### config.mk
export PLATFORM = sky130hd
export DESIGN_NAME = ppm_top
export DESIGN_NICKNAME = d
export VERILOG_FILES = /design/src/core/ppm_pkg.sv /design/src/core/ppm_sync.sv /design/src/core/ppm_top.sv
export SDC_FILE = /design/constraint.sdc
export NUM_CORES = 1
export LEC_CHECK = 0
export BUFFER_PORTS_ARGS = -buffer_cell sky130_fd_sc_hd__buf_4
export CAP_MARGIN = 20
export CORE_UTILIZATION = 48
export CTS_BUF_LIST = sky130_fd_sc_hd__clkbuf_16
export CTS_CLUSTER_DIAMETER = 50
export DETAILED_ROUTE_END_ITERATION = 8
export GPL_TIMING_DRIVEN = 0
export PLACE_DENSITY = 0.79
export REMOVE_ABC_BUFFERS = 1
export SETUP_SLACK_MARGIN = 0.5
export SKIP_LAST_GASP = 1
export SYNTH_ARGS = -nofsm -noshare
export SYNTH_HDL_FRONTEND = slang
export SYNTH_SLANG_ARGS = --single-unit
### constraint.sdc
create_clock -name clk -period 5.9 [get_ports clk]
set_clock_uncertainty 0.2 [all_clocks]
set_input_delay 0.295 -clock clk [delete_from_list [all_inputs] [get_ports clk]]
set_output_delay 0.295 -clock clk [all_outputs]
set_load 0.02 [all_outputs]
### src/core/ppm_pkg.sv
// Purpose: Constants and carrier types for the port pin mux and reset block
// Assumes: One 50 MHz clock, synchronous active-high reset
// Notes:   Pin select codes and reset stretch counts live here
// Operation
// - Second port pin 4 in its reset function drives a level showing the device is in reset.
// - With the PLL off the reset level is held about 512 clocks after external reset release.
// - With the PLL on the reset level is held 100 us times the VCO to crystal ratio after release.
// - After reset second port pin 4 is an output in its active state, not an input.
// - Second port pins 3 to 0 can act as level-sensitive interrupt request inputs.
// - Those interrupt inputs are asynchronous and are synchronised before use.
// - A level interrupt stays pending until the source changes the input level.
// - The device keeps core, crystal reference and bus clock domains apart; only the core clock domain is built here.
// - Three active-low test inputs, tied statically, encode the test mode.
package ppm_pkg;

  localparam int CLK_MHZ         = 50;
  localparam int STRETCH_NOPLL   = 512;
  localparam int PLL_LOCK_US     = 100;
  localparam int PLL_LOCK_CYC    = PLL_LOCK_US * CLK_MHZ;
  localparam int CNT_W           = 24;
  localparam logic [3:0] RATIO_RST = 4'h1;
  localparam int IRQ_LSB         = 0;
  localparam int RST_PIN         = 4;

  // Per-pin function select
  typedef enum logic [1:0] {
    PPM_SEL_GP  = 2'h0,
    PPM_SEL_SER = 2'h1,
    PPM_SEL_ALT = 2'h2,
    PPM_SEL_RST = 2'h3
  } ppm_sel_t;

  // Test mode decode from the three strap inputs
  typedef enum logic [2:0] {
    PPM_TM_FUNC = 3'h0,
    PPM_TM_PLL  = 3'h1,
    PPM_TM_BIST = 3'h2,
    PPM_TM_SCAN = 3'h3,
    PPM_TM_MFG  = 3'h4
  } ppm_tmode_t;

  // One eight-bit port worth of pin drive
  typedef struct packed {
    logic [7:0] out;
    logic [7:0] oe;
  } ppm_drive_t;

endpackage

### src/core/ppm_sync.sv
// Purpose: Two-stage synchroniser for a vector of asynchronous levels
// Assumes: Inputs bear no relation to clk
// Notes:   First stage feeds only the second stage
`timescale 1ns/1ps
module ppm_sync #(
  parameter int W = 4
) (
  // Clock and reset
  input  wire logic         clk,
  input  wire logic         rst,
  // Levels
  input  wire logic [W-1:0] async_in,
  output logic      [W-1:0] sync_out
);

  typedef struct packed {
    logic [W-1:0] s1;
    logic [W-1:0] s2;
  } ppm_sync_st_t;

  ppm_sync_st_t st;
  ppm_sync_st_t next_st;

  // Shift through two flops
  always_comb begin
    next_st.s1 = async_in;
    next_st.s2 = st.s1;
  end

  // Register stage
  always_ff @(posedge clk) begin
    if (rst) begin
      st <= '0;
    end else begin
      st <= next_st;
    end
  end

  assign sync_out = st.s2;

endmodule

### src/core/ppm_top.sv
// Purpose: Pin-level mux of two general ports, reset-state output, level interrupts
// Assumes: Peripheral functions arrive as plain signals on the core clock
// Notes:   Only the core clock domain is built here; no other clock enters this block
`timescale 1ns/1ps
module ppm_top (
  // Clock and reset
  input  wire logic                      clk,
  input  wire logic                      rst,
  // Configuration
  input  wire logic                      pll_en,
  input  wire logic [3:0]                vco_ratio,
  input  wire ppm_pkg::ppm_sel_t [7:0]   first_sel,
  input  wire ppm_pkg::ppm_sel_t [7:0]   second_sel,
  // Test straps, active low
  input  wire logic                      pll_test_sel_n,
  input  wire logic                      selftest_sel_n,
  input  wire logic                      scan_sel_n,
  output ppm_pkg::ppm_tmode_t            test_mode,
  // Function sources per port
  input  wire ppm_pkg::ppm_drive_t       first_gp,
  input  wire ppm_pkg::ppm_drive_t       first_ser,
  input  wire ppm_pkg::ppm_drive_t       first_alt,
  input  wire ppm_pkg::ppm_drive_t       second_gp,
  input  wire ppm_pkg::ppm_drive_t       second_ser,
  input  wire ppm_pkg::ppm_drive_t       second_alt,
  // Pins
  input  wire logic [7:0]                first_gp_port_in,
  output logic [7:0]                     first_gp_port_out,
  output logic [7:0]                     first_gp_port_oe,
  input  wire logic [7:0]                second_gp_port_in,
  output logic [7:0]                     second_gp_port_out,
  output logic [7:0]                     second_gp_port_oe,
  // Core side
  output logic [7:0]                     first_pin_val,
  output logic [7:0]                     second_pin_val,
  output logic [3:0]                     level_irq,
  output logic                           in_reset
);

  typedef enum logic [2:0] {
    ST_HOLD    = 3'b001,
    ST_STRETCH = 3'b010,
    ST_RUN     = 3'b100
  } ppm_state_t;

  typedef struct packed {
    ppm_state_t          state;
    logic [23:0]         cnt;
    ppm_pkg::ppm_drive_t p1;
    ppm_pkg::ppm_drive_t p2;
    logic [7:0]          v1;
    logic [7:0]          v2;
    ppm_pkg::ppm_tmode_t tm;
  } ppm_st_t;

  ppm_st_t    st;
  ppm_st_t    next_st;
  logic [3:0] irq_sync;

  // Select one drive source for a pin
  function automatic logic [1:0] pick(input ppm_pkg::ppm_sel_t s,
                                      input ppm_pkg::ppm_drive_t g,
                                      input ppm_pkg::ppm_drive_t r,
                                      input ppm_pkg::ppm_drive_t a,
                                      input int i);
    case (s)
      ppm_pkg::PPM_SEL_SER: pick = {r.out[i], r.oe[i]};
      ppm_pkg::PPM_SEL_ALT: pick = {a.out[i], a.oe[i]};
      default:              pick = {g.out[i], g.oe[i]};
    endcase
  endfunction

  // Stretch length for the current PLL setting
  function automatic logic [23:0] stretch_len(input logic pe, input logic [3:0] r);
    if (pe) begin
      stretch_len = 24'(ppm_pkg::PLL_LOCK_CYC * int'(r));
    end else begin
      stretch_len = 24'(ppm_pkg::STRETCH_NOPLL);
    end
  endfunction

  // Synchronise the level interrupt inputs
  ppm_sync #(
    .W (4)
  ) u_irq_sync (
    .clk      (clk),
    .rst      (rst),
    .async_in (second_gp_port_in[3:0]),
    .sync_out (irq_sync)
  );

  // Next state: reset stretch, pin mux, test decode
  always_comb begin
    next_st = st;
    case (st.state)
      ST_HOLD: begin
        next_st.cnt   = 24'h000001;
        next_st.state = ST_STRETCH;
      end
      ST_STRETCH: begin
        if (st.cnt >= stretch_len(pll_en, vco_ratio)) begin
          next_st.state = ST_RUN;
        end else begin
          next_st.cnt = st.cnt + 24'h000001;
        end
      end
      ST_RUN: begin
        next_st.cnt = st.cnt;
      end
      default: begin
        next_st.state = ST_HOLD;
      end
    endcase
    for (int i = 0; i < 8; i++) begin
      {next_st.p1.out[i], next_st.p1.oe[i]} =
        pick(first_sel[i], first_gp, first_ser, first_alt, i);
      {next_st.p2.out[i], next_st.p2.oe[i]} =
        pick(second_sel[i], second_gp, second_ser, second_alt, i);
    end
    if (st.state != ST_RUN || second_sel[ppm_pkg::RST_PIN] == ppm_pkg::PPM_SEL_RST) begin
      next_st.p2.out[ppm_pkg::RST_PIN] = (next_st.state != ST_RUN);
      next_st.p2.oe[ppm_pkg::RST_PIN]  = 1'b1;
    end
    next_st.v1 = first_gp_port_in;
    next_st.v2 = second_gp_port_in;
    case ({pll_test_sel_n, selftest_sel_n, scan_sel_n})
      3'h7:    next_st.tm = ppm_pkg::PPM_TM_FUNC;
      3'h3:    next_st.tm = ppm_pkg::PPM_TM_PLL;
      3'h5:    next_st.tm = ppm_pkg::PPM_TM_BIST;
      3'h6:    next_st.tm = ppm_pkg::PPM_TM_SCAN;
      default: next_st.tm = ppm_pkg::PPM_TM_MFG;
    endcase
  end

  // State register; reset drives pin 4 active output
  always_ff @(posedge clk) begin
    if (rst) begin
      st.state <= ST_HOLD;
      st.cnt   <= '0;
      st.p1    <= '0;
      st.p2    <= 16'h1010;
      st.v1    <= '0;
      st.v2    <= '0;
      st.tm    <= ppm_pkg::PPM_TM_FUNC;
    end else begin
      st <= next_st;
    end
  end

  // Outputs
  assign first_gp_port_out  = st.p1.out;
  assign first_gp_port_oe   = st.p1.oe;
  assign second_gp_port_out = st.p2.out;
  assign second_gp_port_oe  = st.p2.oe;
  assign first_pin_val      = st.v1;
  assign second_pin_val     = st.v2;
  assign test_mode          = st.tm;
  assign in_reset           = (st.state != ST_RUN);
  // Pending while the level stands, gated by selection
  always_comb begin
    for (int i = 0; i < 4; i++) begin
      level_irq[i] = irq_sync[i] && (second_sel[i] == ppm_pkg::PPM_SEL_ALT);
    end
  end

  // Reset output driven high in the same cycle as the reset state
  a_rst_pin_held: assert property (@(posedge clk) disable iff (rst)
    in_reset |-> second_gp_port_oe[4] && second_gp_port_out[4])
    else $error("reset pin not held during reset");

  // Stretch without PLL does not end before the count
  a_nopll_len: assert property (@(posedge clk) disable iff (rst)
    (st.state == ST_STRETCH && !pll_en && st.cnt < 24'(ppm_pkg::STRETCH_NOPLL)) |=> in_reset)
    else $error("stretch ended early without pll");

  // PLL stretch not shorter than lock time
  a_pll_len: assert property (@(posedge clk) disable iff (rst)
    (st.state == ST_STRETCH && pll_en && vco_ratio != 4'h0 &&
     st.cnt < 24'(ppm_pkg::PLL_LOCK_CYC)) |=> in_reset)
    else $error("stretch ended early with pll");

  // Leaving reset without PLL only once the count is reached
  a_stretch_exit: assert property (@(posedge clk) disable iff (rst)
    $fell(in_reset) |-> $past(st.cnt) >= 24'(ppm_pkg::STRETCH_NOPLL) || $past(pll_en))
    else $error("stretch exit without count");

  // Interrupt follows sync input two cycles later
  a_irq_follow: assert property (@(posedge clk) disable iff (rst)
    ##2 (second_sel[0] == ppm_pkg::PPM_SEL_ALT && $stable(second_sel[0]))
      |-> level_irq[0] == $past(second_gp_port_in[0], 2))
    else $error("interrupt not synchronised");

  // Functional test mode follows all-high straps
  a_test_func: assert property (@(posedge clk) disable iff (rst)
    (pll_test_sel_n && selftest_sel_n && scan_sel_n) |=> test_mode == ppm_pkg::PPM_TM_FUNC)
    else $error("functional mode not decoded");

  // Serial select routes serial drive
  a_mux_ser: assert property (@(posedge clk) disable iff (rst)
    (first_sel[7] == ppm_pkg::PPM_SEL_SER) |=> first_gp_port_out[7] == $past(first_ser.out[7]))
    else $error("serial route wrong");

  // Interrupt idle when not selected
  a_irq_gate: assert property (@(posedge clk) disable iff (rst)
    (second_sel[1] == ppm_pkg::PPM_SEL_GP) |-> !level_irq[1])
    else $error("interrupt leaked");

endmodule

==> run summary, run 1 <==
Yosys cell types: 41
Overall Global Routing Usage: 26.0%
Final Instance Area: 6800 sq um
Final worst path period need: 4.76 ns
Status: finished clean
Via/cell ratio: 5.10
Die area: 10400 sq um
Crit path DAT: 4.78 ns
Top FF cell, synth: dfxtp_1
Number of enable flip-flop cells after synthesis: 0
Lkg Pwr: 3.28 nW
Ports: 210
Worst slew margin: 53.8%
Worst-path clk slew: 0.06 ns
Crit end category: register
Clk sinks: 82
Ys async rst share: 0%
Worst VDD drop: 126 uV
Core area: 9730 sq um
Post-synthesis mux area share: 0%
Share of post-route cells with drive strength above 1: 29.5%
RSZ-0062 raised after global routing: false
Fin. Hold Viols: 0
Routability cong.: 0.856
Synth Area in Simple Gates: 19.2%
First-pass GRT wire length: 21000 um
Yosys warnings: 0
Die Y: 102 um
Startpoint types: input port
Post-route setup TNS: 0 ns
Max FO, Critical Path: 17
Largest net degree at the start of global routing: 63
Synth area leaders: dfxtp_1 (34%), ha_1 (16%), buf_4 (7.9%)
Antenna violations before repair: 0
Initial core utilization: 49.5%
Diode count: 0
Clk Latency, worst-skew pair: 0.33 ns
PD cells: 224 nW/um^2
Die X: 102 um
Tcrit/Tclk final: 80.6%
Area delta synth->final: 41.1%
Maximum clock rate: 210 MHz
Port Buffer Count: 209
Hold crit path type: in2reg
WS Path Type: in2reg
CTS Buffer Depth: 2
Most frequent cells after synthesis: dfxtp_1 (82), nor2_1 (73), ha_1 (62)
GRT overflow: 0
Final Slew Violations: 0
Antenna Nets Post-Route: 0
Leading cell type by number of instances after synthesis: dfxtp_1
Syn Inst Count: 572
Worst-margin pin slew: 0.690 ns
Register area share after synthesis: 34.1%
Post-synth top area cell: dfxtp_1
Net count reported at finish: 986
Detailed-route wire length per cell: 14.7 um
DR DRC count: 0
CTS tree: built
Post-Synth Adder-Cell Area: 17.6%
Hold Slack: 0.00548 ns
Post-Place Cell Area: 6120 sq um
Setup violations, final: 0
Drt pass-1 iters: 4
Number of global-route vias before repair: 4500
Cts bufs inserted: 9
Post_cts resized: 0
Post-Syn Area: 4820 sq um
Synth Area in Compound Gates: 14.6%
Largest family of logic cells by synthesized area: simple AND/OR/NAND/NOR gates
Share of the synthesized area in the top cell type: 34.1%
Fillers: 745
HPWL Detailed: 10000 um
Post-Layout Cell Count: 905
FF+latch count, synth: 82
Std cell rows: 36
Routed vias: 4620
Worst EP required: 5.92 ns
Final wirelength: 13300 um
Xor/xnor cell area share of the yosys netlist: 1.64%
H-Tree Depth: 3
CTS Root Cell: clkbuf_16
Max cap viols: 0
Average cell area after synthesis: 8.42 sq um
Iteration-0 DRC Markers: 86
Post-Place Cells: 850
[flip-flops by register name (all words and copies together), names as in the netlist]
register             flops
first_gp_port_oe         8
first_gp_port_out        8
first_pin_val            8
second_gp_port_oe        8
second_gp_port_out       8
second_pin_val           5
st                      27
test_mode                3
u_irq_sync.next_st       3
u_irq_sync.sync_out      4
[logic make-up (layout without fill, tap and decap cells)]
kind of cell             after synthesis  after routing
AO/OA/AOI/OAI                        117            117
XOR/XNOR                               9              9
adder cells (fa/ha/maj)               66             66
buffers and inverters                115            315
flip-flops                            82             82
AND/OR/NAND/NOR                      183            183
[where the power goes]
group | total (mW) | switching, mW | internal (mW)
combinational | 0.387 | 0.193 | 0.193
sequential | 0.598 | 0.0139 | 0.584
clock | 0.538 | 0.215 | 0.323
[metal layers]
layer | vias to the layer above | global-route usage (%) | share of wire, %
li1 | 2282 | - | -
met1 | 2162 | 27.1 | 38
met2 | 148 | 48.4 | 54
met3 | 28 | 6.91 | 5.7
met4 | 0 | 11.8 | 2.9
met5 | - | 0 | 0
[placed cells by master (no fill, tap or decap), types with 9 or more instances in the layout]
master / netlist / final
clkbuf_16: 0 / 9
inv_1: 51 / 53
o21ai_0: 16 / 16
a21oi_1: 56 / 56
or3_1: 11 / 11
nor2b_1: 23 / 23
nand3_1: 15 / 15
dlygate4sd3_1: 0 / 38
nand2_1: 20 / 20
ha_1: 62 / 62
a22oi_1: 32 / 32
buf_4: 51 / 209
dfxtp_1: 82 / 82
nor2_1: 73 / 73
and2_1: 9 / 9
[stage by stage]
stage	utilization [%]	total power [mW]	worst slack, ns
after floorplan	-	0.794	1.41
after global placement	62.9	0.951	0.648
after detailed placement	62.9	0.965	0.444
after CTS	69.8	1.52	0.797
after global routing	69.9	1.60	0.813
final	69.9	1.52	1.14
[worst paths after layout]
check        slack, ns              endpoint    startpoint  cells past startpoint
max               1.14                st[71]  vco_ratio[1]                     21
min              0.005  second_gp_port_oe[4]  second_gp[4]                      3
max reg2reg       3.03                st[62]        st[56]                      8
min reg2reg       0.26                st[72]        st[72]                      1
[cell type report]
class / count / area, sq um / area share [%]
Sequential cell: 82 / 1640 / 24.1
Inverter: 51 / 191 / 2.82
Clock buffer: 9 / 225 / 3.31
Multi-Input combinational cell: 375 / 2550 / 37.5
Timing Repair Buffer: 248 / 1960 / 28.8
Clock inverter: 7 / 62.6 / 0.920
Tap cell: 133 / 166 / 2.45
[timing repair]
action                    4_1_cts  5_1_grt
setup buffers                   0        0
hold endpoints to repair       38        0
hold buffers                   38        0
[critical path, stage by stage]
cell and delay (ns):
buf_4 0.12, inv_1 0.09, fa_1 0.54, inv_1 0.04
ha_1 0.29, inv_1 0.06, fa_1 0.46, nor2b_1 0.13
o21ai_0 0.12, a21oi_1 0.19, o21ai_0 0.11, xnor2_1 0.14
nand2_1 0.08, ha_1 0.29, nand3_1 0.14, nor4_1 0.32
o21ai_1 0.22, a31oi_2 0.64, buf_6 0.25, nor4_1 0.08
o21a_1 0.16
(Power assumes the default switching activity.)
==> inputs of run 2 (changes only) <==
==> constraint.sdc (replaced) <==
create_clock -name clk -period 4.55 [get_ports clk]
set_clock_uncertainty 0.2 [all_clocks]
set_input_delay 0.2275 -clock clk [delete_from_list [all_inputs] [get_ports clk]]
set_output_delay 0.2275 -clock clk [all_outputs]
set_load 0.02 [all_outputs]
==> run 2 against run 1 <==
Effect of this change:
- global-route usage rose by 2.3 points
- die area unchanged
- flip-flop and latch count is the same
- hold slack better by 0.012 ns
- non-clock buffer count grew 32
==> run summary, run 2 (synthesis gave the netlist of run 1 again) <==
PD cells: 294 nW/um^2 (+31%)
Fillers: 647 (-13%)
First-pass GRT wire length: 22700 um (+8.2%)
Final wirelength: 15100 um (+14%)
Routed vias: 4885 (+5.7%)
Worst Slack Setup Final: 0.366 ns (-0.778 ns)
Area delta synth->final: 53.7%
Initial core utilization: 49.5% (unchanged)
Status: finished clean
Detailed-route wire length per cell: 16.1 um (+9.6%)
Net count reported at finish: 1020 (+3.4%)
Top reg by flops: st
Worst VDD drop: 176 uV (+40%)
R2r startpoint: st[64]
Post-Place Cells: 850 (unchanged)
Final Slew Violations: 0 (unchanged)
Hold path start: scan_sel_n
Ports: 210 (unchanged)
Startpoint types: input port
Commonest cells after routing, fill and taps aside: buf_4 (215), dfxtp_1 (82), nor2_1 (72)
R2R cell count: 9 (+1)
Delay-heaviest family, CP: adder cells
Worst slew margin: 15.0% (-39 points)
RSZ-0062 raised after global routing: true
Max cap viols: 0 (unchanged)
Overall Global Routing Usage: 28.3% (+2.3 points)
Largest net degree at the start of global routing: 63 (unchanged)
Worst slack, placed: -0.839 ns (-1.28 ns)
Antenna violations before repair: 0 (unchanged)
Lkg Pwr: 3.49 nW (+6.4%)
Die X: 102 um (unchanged)
Maximum clock rate: 239 MHz
Post-Layout Cell Count: 939 (+3.8%)
Number of global-route vias before repair: 4822 (+7.2%)
WP buf/inv: 6 (+1)
Max reg flops: 27 (unchanged)
Fin. Hold Viols: 0 (unchanged)
Max stage delay cell, worst path: or4_4
Worst-path clk slew: 0.06 ns (about the same)
Antenna Nets Post-Route: 0 (unchanged)
Hold endpoint: test_mode[0]
Worst-margin pin slew: 1.27 ns (+0.582 ns)
Clk Latency, worst-skew pair: 0.33 ns (about the same)
FF/Latch Area: 1640 sq um (unchanged)
Hold crit path type: in2reg
Die Y: 102 um (unchanged)
Drt pass-1 iters: 4 (unchanged)
Port Buffer Count: 209 (unchanged)
Final worst path period need: 4.18 ns
Slowest cell delay on critical path: 0.58 ns (-0.06 ns)
DR DRC count: 0 (unchanged)
CTS Root Cell: clkbuf_16
Hold depth: 3 (unchanged)
Worst EP required: 4.60 ns (-1.32 ns)
Clk sinks: 82 (unchanged)
Tcrit/Tclk final: 92.0%
Share of post-route cells with drive strength above 1: 36.0% (+6.4 points)
Max FO, Critical Path: 5 (-12)
Std cell rows: 36 (unchanged)
WS Path Type: in2reg
Die area: 10400 sq um (unchanged)
Cells along the critical path: buf_12 -> inv_4 -> fa_1 -> inv_2 -> ha_4 -> inv_2 -> fa_2 -> nor2b_2 -> o21ai_2 -> a21oi_2 -> o21ai_1 -> xnor2_1 -> nand2_1 -> ha_4 -> nand3_4 -> o211ai_1 -> buf_4 -> nor3_4 -> buf_6 -> a31oi_4 -> or4_4 -> a21oi_2
Cts bufs inserted: 9 (unchanged)
Crit path DAT: 4.24 ns (-0.54 ns)
Routability cong.: 0.856 (unchanged)
Iteration-0 DRC Markers: 158 (+84%)
R2R Setup Slk: 1.85 ns (-1.18 ns)
Setup violations, final: 0 (unchanged)
Diode count: 0 (unchanged)
H-Tree Depth: 3 (unchanged)
CTS tree: built
Multi-input combinational cell area: 2790 sq um (+9.3%)
HPWL Detailed: 10000 um (unchanged)
Via/cell ratio: 5.20 (+1.9%)
Core area: 9730 sq um (unchanged)
Worst R2R End: st[60]
Commonest non-fill, non-tap cell in the layout: buf_4
GRT overflow: 0 (unchanged)
CTS Buffer Depth: 2 (unchanged)
Crit end category: register
[run 2: cell types whose count changed in the layout (fill, tap and decap cells not counted), sizes merged]
cell	previous run	this run
dlygate4sd3	38	50
a31oi	1	3
buf	210	229
clkbuf	9	10
[run 2: how the worst max path moves through the flow]
stage | startpoint | endpoint | slack (ns) | cells past startpoint
after floorplan | vco_ratio[1] | st[68] | 0.13 | 19
after global placement | vco_ratio[1] | st[71] | -0.63 | 20
after detailed placement | vco_ratio[1] | st[71] | -0.84 | 20
after CTS | vco_ratio[1] | st[64] | 0.51 | 22
after global routing | vco_ratio[3] | st[60] | 0.26 | 22
final | vco_ratio[3] | st[60] | 0.37 | 22
[run 2: final cells by class]
class / count / share of cell area [%]
multi-input cells: 377 / 37.7
repair buffers: 280 / 31.4
clock inverters: 7 / 0.845
flip-flops and latches: 82 / 22.2
clock buffers: 9 / 3.04
inverters: 51 / 2.69
well taps: 133 / 2.25
[run 2: power by group]
part | leakage, nW | switching, mW | internal [mW] | total, mW
sequential | 0.673 | 0.0181 | 0.757 | 0.775
clock | 0.145 | 0.285 | 0.419 | 0.704
combinational | 2.67 | 0.327 | 0.373 | 0.700
total | 3.49 | 0.630 | 1.55 | 2.18
[run 2: layer usage]
metal	part of all wire (%)	global-route usage, %
met3	6.7	6.98
met2	54	53.3
met1	35	29.0
met5	0	0
met4	3.9	13.7
[run 2: worst min-delay path: cells and delay by family]
family	cells	cell delay, ns
XOR/XNOR	1	0.12
buffers and inverters	1	0.10
AND/OR/NAND/NOR	1	0.05
[run 2: timing repair]
action	4_1_cts	5_1_grt
gates resized for setup	20	54
setup buffers	12	8
hold endpoints to repair	49	0
gates cloned	3	0
setup endpoints to repair	19	19
hold buffers	50	0
pin swaps	19	48
[run 2: through the flow]
step / setup TNS (ns) / util (%) / area [sq um] / power [mW] / hold slack, ns
after detailed placement: -14.00 / 62.9 / 6120 / 1.25 / 0.243
after CTS: 0 / 73.5 / 7150 / 2.10 / 0.0112
final: 0 / 76.1 / 7410 / 2.18 / 0.0171
after floorplan: 0 / - / 4390 / 1.03 / 0.0991
after global placement: -10.32 / 62.9 / 6120 / 1.23 / 0.239
after global routing: 0 / 76.1 / 7410 / 2.28 / 0.0326
